**config.mk**
```make
export PLATFORM = sky130hd
export DESIGN_NAME = nco_block
export DESIGN_NICKNAME = d
export VERILOG_FILES = /design/src/design/osc_pkg.sv /design/src/design/nco_block.sv
export SDC_FILE = /design/constraint.sdc
export NUM_CORES = 1
export LEC_CHECK = 0
export BUFFER_PORTS_ARGS = -buffer_cell sky130_fd_sc_hd__buf_2
export CAP_MARGIN = 5
export CELL_PAD_IN_SITES_DETAIL_PLACEMENT = 0
export CELL_PAD_IN_SITES_GLOBAL_PLACEMENT = 2
export CORE_UTILIZATION = 30
export DETAILED_ROUTE_END_ITERATION = 8
export PLACE_DENSITY_LB_ADDON = 0.1
export REMOVE_ABC_BUFFERS = 1
export SYNTH_ARGS = -nofsm -noshare
export SYNTH_HDL_FRONTEND = slang
export SYNTH_SLANG_ARGS = --single-unit
```
**constraint.sdc**
```tcl
create_clock -name i_clk -period 9.52 [get_ports i_clk]
set_clock_uncertainty 0.05 [all_clocks]
set_input_delay 1.904 -clock i_clk [delete_from_list [all_inputs] [get_ports i_clk]]
set_output_delay 1.904 -clock i_clk [all_outputs]
set_load 0.005 [all_outputs]
```
**src/design/osc_pkg.sv**
```systemverilog
// package: register map, field layout and constants of the oscillator block
package osc_pkg;

    // ---------------------------------------------------------------
    // register byte addresses (one aligned word each)
    // ---------------------------------------------------------------
    localparam logic [7:0] ADDR_CONTROL   = 8'h00;
    localparam logic [7:0] ADDR_CLOCK_SEL = 8'h04;
    localparam logic [7:0] ADDR_ACC_LOW   = 8'h08;
    localparam logic [7:0] ADDR_ACC_HIGH  = 8'h0c;
    localparam logic [7:0] ADDR_ACC_UPPER = 8'h10;
    localparam logic [7:0] ADDR_INC_LOW   = 8'h14;
    localparam logic [7:0] ADDR_INC_HIGH  = 8'h18;
    localparam logic [7:0] ADDR_INC_UPPER = 8'h1c;
    localparam logic [7:0] ADDR_IRQ_STAT  = 8'h20;
    localparam logic [7:0] ADDR_IRQ_EN    = 8'h24;
    localparam logic [7:0] ADDR_IRQ_CLR   = 8'h28;

    // ---------------------------------------------------------------
    // field positions
    // ---------------------------------------------------------------
    localparam int CTL_ON_BIT     = 7;
    localparam int CTL_LEVEL_BIT  = 5;
    localparam int CTL_INVERT_BIT = 4;
    localparam int CTL_PULSE_BIT  = 0;
    localparam int CLK_PWC_LSB    = 5;
    localparam int CLK_ICC_LSB    = 0;
    localparam int IRQ_OVF_BIT    = 0;

    // ---------------------------------------------------------------
    // widths, reset values and counts
    // ---------------------------------------------------------------
    localparam int          ACC_W          = 20;
    localparam logic [19:0] ACC_RESET      = 20'h00000;
    localparam logic [19:0] STEP_RESET     = 20'h00001;
    localparam logic [1:0]  LOAD_DELAY     = 2'h2;
    localparam logic [7:0]  PULSE_ONE      = 8'h01;

    // input clock source codes
    typedef enum logic [1:0] {
        SRC_FAST_OSC = 2'h0,
        SRC_SYS_CLK  = 2'h1,
        SRC_LC3      = 2'h2,
        SRC_RESERVED = 2'h3
    } clk_src_t;

    // software controls carried together
    typedef struct packed {
        logic       osc_on;
        logic       output_invert;
        logic       pulse_mode_select;
        logic [2:0] pulse_width_code;
        clk_src_t   input_clock_code;
    } osc_ctl_t;

    localparam osc_ctl_t CTL_RESET = '{1'b0, 1'b0, 1'b0, 3'h0, SRC_FAST_OSC};

endpackage : osc_pkg

```
**src/design/nco_block.sv**
```systemverilog
// numerically controlled oscillator with an avalon-mm register slave
//
// What this block does
// - oscillator advances only while the on bit (control bit 7) is set
// - control bit 5 reads back the present output level, read only
// - output invert bit (control bit 4) makes the output active low
// - control bit 0 set selects pulse mode, clear selects toggle mode
// - pulse width code in bits 7:5 gives 2**code clock periods, 1 to 128
// - clock code bits 1:0: fast oscillator, system clock, logic cell three
// - pulse width code matters only in pulse mode
// - accumulator is three byte registers, bits 7:0, 15:8, 19:16
// - step value is three byte registers, bits 7:0, 15:8, 19:16
// - unimplemented register bits read as zero
// - each selected clock edge adds step to accumulator; carry is overflow
// - toggle mode flips the output on every overflow
// - pulse mode drives output active after overflow for the chosen width
// - enabled: low step write loads buffer on second tick; disabled: at once
//
// Local design decisions: the placing of the registers and the Avalon-MM register port.
`timescale 1ns/1ps
`default_nettype none

module nco_block
    import osc_pkg::*;
(
    // clock and reset
    input  wire logic        i_clk,
    input  wire logic        i_sys_rst,
    // clock sources from outside this domain
    input  wire logic        i_internal_fast_oscillator,
    input  wire logic        i_logic_cell_three_output,
    // avalon-mm slave
    input  wire logic [7:0]  i_avs_address,
    input  wire logic        i_avs_read,
    input  wire logic        i_avs_write,
    input  wire logic [31:0] i_avs_writedata,
    input  wire logic [3:0]  i_avs_byteenable,
    output var  logic [31:0] o_avs_readdata,
    output logic             o_avs_waitrequest,
    // oscillator output and interrupt
    output logic             o_osc_out,
    output logic             o_irq
);

    // ---------------------------------------------------------------
    // declarations
    // ---------------------------------------------------------------
    osc_ctl_t          ctl_q;
    logic [ACC_W-1:0]  acc_q;
    logic [ACC_W-1:0]  step_reg_q;
    logic [ACC_W-1:0]  step_buf_q;
    logic [1:0]        load_cnt_q;
    logic              load_now_q;
    logic              raw_q;
    logic [7:0]        width_cnt_q;
    logic              ovf_flag_q;
    logic              ovf_en_q;
    logic              ack_q;
    logic [2:0]        fast_sync_q;
    logic [2:0]        lc3_sync_q;
    logic              tick;
    logic              advance;
    logic [ACC_W:0]    sum;
    logic              carry;
    logic              wr_en;
    logic              rd_en;
    logic [7:0]        wbyte;

    // ---------------------------------------------------------------
    // helpers
    // ---------------------------------------------------------------
    function automatic logic is_addr(input logic [7:0] a, input logic [7:0] r);
        is_addr = (a == r);
    endfunction : is_addr

    // pulse length minus one, in ticks
    function automatic logic [7:0] pulse_last(input logic [2:0] code);
        pulse_last = (PULSE_ONE << code) - PULSE_ONE;
    endfunction : pulse_last

    // ---------------------------------------------------------------
    // bus handshake: one wait cycle, answer on the second edge
    // ---------------------------------------------------------------
    assign o_avs_waitrequest = (i_avs_read | i_avs_write) & ~ack_q;
    assign wr_en             = i_avs_write & ack_q & i_avs_byteenable[0];
    assign rd_en             = i_avs_read & ~ack_q;
    assign wbyte             = i_avs_writedata[7:0];

    always_ff @(posedge i_clk) begin
        if (i_sys_rst) begin
            ack_q <= 1'b0;
        end else begin
            ack_q <= (i_avs_read | i_avs_write) & ~ack_q;
        end
    end

    // ---------------------------------------------------------------
    // input clock selection
    // ---------------------------------------------------------------
    // foreign clocks are sampled, so they must stay below half of i_clk
    always_ff @(posedge i_clk) begin
        if (i_sys_rst) begin
            fast_sync_q <= 3'h0;
            lc3_sync_q  <= 3'h0;
        end else begin
            fast_sync_q <= {fast_sync_q[1:0], i_internal_fast_oscillator};
            lc3_sync_q  <= {lc3_sync_q[1:0], i_logic_cell_three_output};
        end
    end

    always_comb begin
        case (ctl_q.input_clock_code)
            SRC_FAST_OSC: tick = fast_sync_q[1] & ~fast_sync_q[2];
            SRC_SYS_CLK:  tick = 1'b1;
            SRC_LC3:      tick = lc3_sync_q[1] & ~lc3_sync_q[2];
            default:      tick = 1'b0;
        endcase
    end

    assign advance = tick & ctl_q.osc_on;
    assign sum     = {1'b0, acc_q} + {1'b0, step_buf_q};
    assign carry   = advance & sum[ACC_W];

    // ---------------------------------------------------------------
    // control and clock select registers
    // ---------------------------------------------------------------
    always_ff @(posedge i_clk) begin
        if (i_sys_rst) begin
            ctl_q <= CTL_RESET;
        end else if (wr_en && is_addr(i_avs_address, ADDR_CONTROL)) begin
            ctl_q.osc_on            <= wbyte[CTL_ON_BIT];
            ctl_q.output_invert     <= wbyte[CTL_INVERT_BIT];
            ctl_q.pulse_mode_select <= wbyte[CTL_PULSE_BIT];
        end else if (wr_en && is_addr(i_avs_address, ADDR_CLOCK_SEL)) begin
            ctl_q.pulse_width_code <= wbyte[CLK_PWC_LSB +: 3];
            ctl_q.input_clock_code <= clk_src_t'(wbyte[CLK_ICC_LSB +: 2]);
        end
    end

    // ---------------------------------------------------------------
    // phase accumulator: software write beats the running sum
    // ---------------------------------------------------------------
    always_ff @(posedge i_clk) begin
        if (i_sys_rst) begin
            acc_q <= ACC_RESET;
        end else if (wr_en && is_addr(i_avs_address, ADDR_ACC_LOW)) begin
            acc_q[7:0] <= wbyte;
        end else if (wr_en && is_addr(i_avs_address, ADDR_ACC_HIGH)) begin
            acc_q[15:8] <= wbyte;
        end else if (wr_en && is_addr(i_avs_address, ADDR_ACC_UPPER)) begin
            acc_q[19:16] <= wbyte[3:0];
        end else if (advance) begin
            acc_q <= sum[ACC_W-1:0];
        end
    end

    // ---------------------------------------------------------------
    // step value and its double buffer
    // ---------------------------------------------------------------
    always_ff @(posedge i_clk) begin
        if (i_sys_rst) begin
            step_reg_q <= STEP_RESET;
        end else if (wr_en && is_addr(i_avs_address, ADDR_INC_LOW)) begin
            step_reg_q[7:0] <= wbyte;
        end else if (wr_en && is_addr(i_avs_address, ADDR_INC_HIGH)) begin
            step_reg_q[15:8] <= wbyte;
        end else if (wr_en && is_addr(i_avs_address, ADDR_INC_UPPER)) begin
            step_reg_q[19:16] <= wbyte[3:0];
        end
    end

    // buffer copies all bytes at once, so a half-written step never runs
    always_ff @(posedge i_clk) begin
        if (i_sys_rst) begin
            load_now_q <= 1'b0;
        end else begin
            load_now_q <= wr_en && !ctl_q.osc_on
                       && (is_addr(i_avs_address, ADDR_INC_LOW)
                        || is_addr(i_avs_address, ADDR_INC_HIGH)
                        || is_addr(i_avs_address, ADDR_INC_UPPER));
        end
    end

    always_ff @(posedge i_clk) begin
        if (i_sys_rst) begin
            load_cnt_q <= 2'h0;
        end else if (wr_en && ctl_q.osc_on && is_addr(i_avs_address, ADDR_INC_LOW)) begin
            load_cnt_q <= LOAD_DELAY;
        end else if (load_cnt_q != 2'h0 && advance) begin
            load_cnt_q <= load_cnt_q - 2'h1;
        end
    end

    always_ff @(posedge i_clk) begin
        if (i_sys_rst) begin
            step_buf_q <= STEP_RESET;
        end else if (load_now_q || (load_cnt_q == 2'h1 && advance)) begin
            step_buf_q <= step_reg_q;
        end
    end

    // ---------------------------------------------------------------
    // output shaping
    // ---------------------------------------------------------------
    // a pulse longer than the overflow period simply restarts; undefined by use
    always_ff @(posedge i_clk) begin
        if (i_sys_rst) begin
            raw_q       <= 1'b0;
            width_cnt_q <= 8'h00;
        end else if (!ctl_q.pulse_mode_select) begin
            width_cnt_q <= 8'h00;
            if (carry) begin
                raw_q <= ~raw_q;
            end
        end else if (carry) begin
            raw_q       <= 1'b1;
            width_cnt_q <= pulse_last(ctl_q.pulse_width_code);
        end else if (advance && raw_q) begin
            if (width_cnt_q == 8'h00) begin
                raw_q <= 1'b0;
            end else begin
                width_cnt_q <= width_cnt_q - 8'h01;
            end
        end
    end

    assign o_osc_out = raw_q ^ ctl_q.output_invert;

    // ---------------------------------------------------------------
    // interrupt status, enable and clear
    // ---------------------------------------------------------------
    always_ff @(posedge i_clk) begin
        if (i_sys_rst) begin
            ovf_flag_q <= 1'b0;
        end else if (carry) begin
            ovf_flag_q <= 1'b1;
        end else if (wr_en && is_addr(i_avs_address, ADDR_IRQ_CLR)
                     && wbyte[IRQ_OVF_BIT]) begin
            ovf_flag_q <= 1'b0;
        end
    end

    always_ff @(posedge i_clk) begin
        if (i_sys_rst) begin
            ovf_en_q <= 1'b0;
        end else if (wr_en && is_addr(i_avs_address, ADDR_IRQ_EN)) begin
            ovf_en_q <= wbyte[IRQ_OVF_BIT];
        end
    end

    assign o_irq = ovf_flag_q & ovf_en_q;

    // ---------------------------------------------------------------
    // read data, captured in the wait cycle
    // ---------------------------------------------------------------
    always_ff @(posedge i_clk) begin
        if (i_sys_rst) begin
            o_avs_readdata <= 32'h0000_0000;
        end else if (rd_en) begin
            o_avs_readdata <= 32'h0000_0000;
            if (is_addr(i_avs_address, ADDR_CONTROL)) begin
                o_avs_readdata[CTL_ON_BIT]     <= ctl_q.osc_on;
                o_avs_readdata[CTL_LEVEL_BIT]  <= o_osc_out;
                o_avs_readdata[CTL_INVERT_BIT] <= ctl_q.output_invert;
                o_avs_readdata[CTL_PULSE_BIT]  <= ctl_q.pulse_mode_select;
            end else if (is_addr(i_avs_address, ADDR_CLOCK_SEL)) begin
                o_avs_readdata[CLK_PWC_LSB +: 3] <= ctl_q.pulse_width_code;
                o_avs_readdata[CLK_ICC_LSB +: 2] <= ctl_q.input_clock_code;
            end else if (is_addr(i_avs_address, ADDR_ACC_LOW)) begin
                o_avs_readdata[7:0] <= acc_q[7:0];
            end else if (is_addr(i_avs_address, ADDR_ACC_HIGH)) begin
                o_avs_readdata[7:0] <= acc_q[15:8];
            end else if (is_addr(i_avs_address, ADDR_ACC_UPPER)) begin
                o_avs_readdata[3:0] <= acc_q[19:16];
            end else if (is_addr(i_avs_address, ADDR_INC_LOW)) begin
                o_avs_readdata[7:0] <= step_reg_q[7:0];
            end else if (is_addr(i_avs_address, ADDR_INC_HIGH)) begin
                o_avs_readdata[7:0] <= step_reg_q[15:8];
            end else if (is_addr(i_avs_address, ADDR_INC_UPPER)) begin
                o_avs_readdata[3:0] <= step_reg_q[19:16];
            end else if (is_addr(i_avs_address, ADDR_IRQ_STAT)) begin
                o_avs_readdata[IRQ_OVF_BIT] <= ovf_flag_q;
            end else if (is_addr(i_avs_address, ADDR_IRQ_EN)) begin
                o_avs_readdata[IRQ_OVF_BIT] <= ovf_en_q;
            end
        end
    end

    logic acc_wr;
    assign acc_wr = wr_en && (is_addr(i_avs_address, ADDR_ACC_LOW)
                           || is_addr(i_avs_address, ADDR_ACC_HIGH)
                           || is_addr(i_avs_address, ADDR_ACC_UPPER));
endmodule : nco_block

`default_nettype wire

```
Word level (Yosys, flattened, before mapping) --
Cells that the tools add are included.
Cells by class: equal/unequal tests 17, reduce and logical (&&, ||, !) cells 44, shifts and indexed selects 1, bitwise gates (word level) 21, multiplexer cells 38, add/sub/neg operators 4
Operator list (number):
- $mux W8 | 9
- $eq A8 B5 Y1 const B | 4
- $eq A8 B6 Y1 const B | 3
- $add A20 B20 Y21 | 1
- $mux W20 | 1
- $mux W4 | 5
- $logic_and A1 B1 Y1 | 18
- $reduce_bool A2 Y1 | 9
- $eq A8 B4 Y1 const B | 2
- $logic_not A8 Y1 | 2
- $mux W16 | 1
- $sub A8 B1 Y8 const B | 2
- $reduce_and A3 Y1 | 5
- $mux W1 | 13
- $mux W3 | 4
- $not A1 Y1 | 10
- $and A1 B1 Y1 | 9
- $eq A8 B3 Y1 const B | 1
- $mux W2 | 4
- $ne A2 B2 Y1 const B | 4
- $shl A1 B3 Y8 const A | 1
- $reduce_and A2 Y1 | 3
- $eq A2 B1 Y1 const B | 2
- $reduce_or A2 Y1 | 2
- other kinds (8) | 10
Word-level totals: input port bits 50, flip-flop bits (word level) 97, word-level logic and storage cells 148, output and inout port bits 35

Logic depth before layout (Yosys ltp) --
word-level depth 11, gate-level depth with buffers 16, depth with buffers taken out 15

Worst setup path before layout --
Ideal clock, no wire load.
path type input-to-output, start input i_avs_write, end output o_avs_waitrequest, path slack 5.492 ns, path buffers 0, stages on the path 2, data required time 7.566 ns, arrival 2.074 ns, path through nor2_1 nor2_1
Between the ends: cells in the longest elaborated chain, start to end 2
Ends and longest elaborated chain:
- start, declared | line nco_block.sv:35 | input wire logic i_avs_write,
- $or A1 B1 Y1 | line nco_block.sv:84 | assign o_avs_waitrequest = (i_avs_read | i_avs_write) & ~ack_q;
- $and A1 B1 Y1 | line nco_block.sv:84
- end, declared | line nco_block.sv:39 | output logic o_avs_waitrequest,
Every way passes these cells.

Final worst setup path --
Same ends and word-level chain as after synthesis.

==> metrics.csv <==
stage;metric;value;unit
min_path;hp-start;fast_sync_q[0]$_SDFF_PP0_;
sta;tightest_slew;1.13;ns
clock_tree;cts_hold_buf;0;
finish;nets;789;
power;total_leakage_power;2.29;nW
synthesis;synth_ff_type;dfxtp_1;
sta;hold_viol_final;0;
clock_tree;clockRootBuffer;clkbuf_16;
finish;n_antenna_cell;0;
synthesis;syn_inst;697;
synthesis;ys_types;67;
worst_setup_path;reg2reg_depth;14;
outcome;status;finished, final reports clean;
die;dieArea;18600;um2
sta;slew_headroom;24.1;%
global_route;grt_pass1_wl;28300;um
min_path;hold_class;reg2reg;
clock_tree;tritoncts;yes;
detailed_routing;drc;0;
placed_design;dp_hpwl;13500;um
sta;fin_hold_ws;0.395;ns
detailed_routing;via_count;5062;
sta;grt_setup_unrepaired;false;
sta;period_share;44.8;%
finish;fillers;1857;
placed_design;gp_congestion;0.767;
min_path;holdPathEnd;fast_sync_q[1]$_SDFF_PP0_;
synthesis;ys_seq_elements;97;
finish;final_cell_mix;nand2_1 (123), dfxtp_1 (97), a21oi_1 (88);
worst_setup_path;critPathMaxFanout;3;
die;start_util;31.1;%
clock_tree;cts_resized;0;
worst_setup_path;r2r_setup_slack;5.33;ns
clock_tree;cts.path.max_buffers;2;
global_route;antenna_found_initial;0;
finish;synthToLayoutAreaGrowth;11.1;%
sta;slew_violations;0;
worst_setup_path;cp.required;7.57;ns
synthesis;synth_edf_count;0;
worst_setup_path;cp_data_arrival_time;2.32;ns
synthesis;ys_seq_area_share;35.8;%
detailed_routing;ant_nets;0;
global_route;grt_max_degree;44;
sta;clock.fmax;234;MHz
placed_design;portBuffers;33;
die;io_pins;85;
global_route;grt.total_usage;20.9;%
finish;final_common_cell;nand2_1;
clock_tree;clk-insertion-delay-late;0.36;ns
die;core_area;17500;um2
clock_tree;cts.reportedPaths.clkPinSlew;0.07;ns
min_path;hold_depth;1;
global_route;overflow;0;
run;drv_cap;0;
detailed_routing;totalWireLength;18400;um
synthesis;yosysWarningCount;0;
worst_setup_path;rr_endpoint;width_cnt_q[6]$_SDFFE_PP0P_;
worst_setup_path;endpoint_kind;primary output;
die;die_x;137;um
clock_tree;cts_max_level;3;
synthesis;avgSynthCellArea;7.79;um2
detailed_routing;dr.first_iter.drc_count;282;
detailed_routing;via_per_inst;5.36;
sta;finalSetupViolCount;0;
die;core.rowCount;48;
synthesis;netlist_area;5430;um2
finish;drive_above_1_share;10.4;%
detailed_routing;avgRoutedWirePerCell;19.5;um
clock_tree;cts_setup_buffers;0;
clock_tree;clock-sinks;97;
sta;tns;0;ns
worst_setup_path;path_class;in2out;
sta;fin_crit;4.27;ns
worst_setup_path;worstReg2RegStart;acc_q[0]$_SDFFE_PP0P_;
power;p_per_area;141;nW/um2
synthesis;synthArstFlopShare;0;%
detailed_routing;drtPass1Iterations;6;
worst_setup_path;setup.worst_path.start_class;input pin;
die;die_y;137;um
clock_tree;cts_buffers;9;
power;vdd.ir_drop.worst;84.8;uV
global_route;grt_pass1_vias;4732;
[how the worst max path moves through the flow]
stage	depth (start not counted)	slack, ns	endpoint	start
final	4	5.25	o_avs_waitrequest	i_avs_write
after global routing	14	5.02	width_cnt_q[6]$_SDFFE_PP0P_	acc_q[0]$_SDFFE_PP0P_
after CTS	4	5.25	o_avs_waitrequest	i_avs_write
after detailed placement	5	5.12	width_cnt_q[4]$_SDFFE_PP0P_	i_sys_rst
after global placement	5	5.18	width_cnt_q[4]$_SDFFE_PP0P_	i_sys_rst
after floorplan	8	5.12	acc_q[9]$_SDFFE_PP0P_	i_avs_address[7]
[cell usage after synthesis (3+ instances only)]
master | number | share of area (%)
nand2_1 | 123 | 8.5
dfxtp_1 | 97 | 36
a21oi_1 | 88 | 8.1
nor2_1 | 58 | 4.0
nand3_1 | 31 | 2.9
o21ai_0 | 29 | 2.7
buf_4 | 25 | 3.5
clkbuf_1 | 25 | 1.7
ha_1 | 23 | 5.3
a211oi_1 | 17 | 2.4
nor3_1 | 15 | 1.4
a21o_1 | 14 | 1.9
inv_1 | 12 | 0.83
xor2_1 | 10 | 1.6
a221oi_1 | 9 | 1.5
a31oi_1 | 9 | 1.0
mux2i_1 | 8 | 1.5
nor2b_1 | 8 | 0.92
xnor2_1 | 8 | 1.3
a222oi_1 | 6 | 1.1
and3_1 | 5 | 0.58
nand2b_1 | 4 | 0.46
nand4_1 | 4 | 0.46
o211ai_1 | 4 | 0.55
a311oi_1 | 3 | 0.48
buf_1 | 3 | 0.21
buf_2 | 3 | 0.28
mux2_2 | 3 | 0.62
nor3b_1 | 3 | 0.41
nor4_1 | 3 | 0.35
o31ai_1 | 3 | 0.41
or3_1 | 3 | 0.35
[final cells by class]
type / count / area, um2 / share of cell area [%]
sequential: 97 / 1940 / 32.2
inverter: 13 / 48.8 / 0.809
clock buffer: 9 / 225 / 3.74
timing repair buffer: 42 / 233 / 3.86
clock inverter: 7 / 93.8 / 1.56
multi-input combinational: 552 / 3200 / 53.2
tap: 225 / 282 / 4.67
[state kept, by name (all words and copies together), names as in the netlist]
register / cells
acc_q: 20
width_cnt_q: 8
raw_q: 1
step_reg_q: 20
ack_q: 1
lc3_sync_q: 3
step_buf_q: 20
load_now_q: 1
ovf_en_q: 1
ctl_q: 8
ovf_flag_q: 1
o_avs_readdata: 8
load_cnt_q: 2
fast_sync_q: 3
[per-stage QoR]
step	util, %	power [mW]	area [um2]	worst slack (ns)	instances
floorplan	-	0.432	5190	5.12	662
global placement	32.7	0.459	5710	5.18	929
detailed placement	32.7	0.459	5710	5.12	929
CTS	34.5	0.860	6030	5.25	945
global route	34.5	0.883	6030	5.02	945
finish	34.5	0.850	6030	5.25	945
[metal layers]
layer / track usage, % / part of all wire (%)
met2: 32.3 / 46
met5: 0 / 0
met1: 29.4 / 48
met3: 3.00 / 3.7
met4: 7.22 / 1.9
[power by group]
group	leakage [nW]	internal, mW	switching (mW)
combinational	1.36	0.0100	0.0286
clock	0.152	0.230	0.170
sequential	0.784	0.409	0.00179
[worst max-delay path: stages]
cell	delay, ns
buf_2	0.11
nor2_1	0.13
nor2_1	0.05
buf_2	0.12
[logic make-up (layout without fill, tap and decap cells)]
kind of cell | after synthesis | after routing | share of synthesized area, %
XOR/XNOR | 18 | 18 | 2.90
adder cells (fa/ha/maj) | 24 | 24 | 5.67
multiplexers | 11 | 11 | 2.10
AND/OR/NAND/NOR | 268 | 268 | 22.1
flip-flops | 97 | 97 | 35.8
AO/OA/AOI/OAI | 207 | 207 | 24.6
buffers and inverters | 71 | 71 | 6.87
other | 1 | 24 | 0.0691
Note: power is estimated with default switching activity, not from simulation.
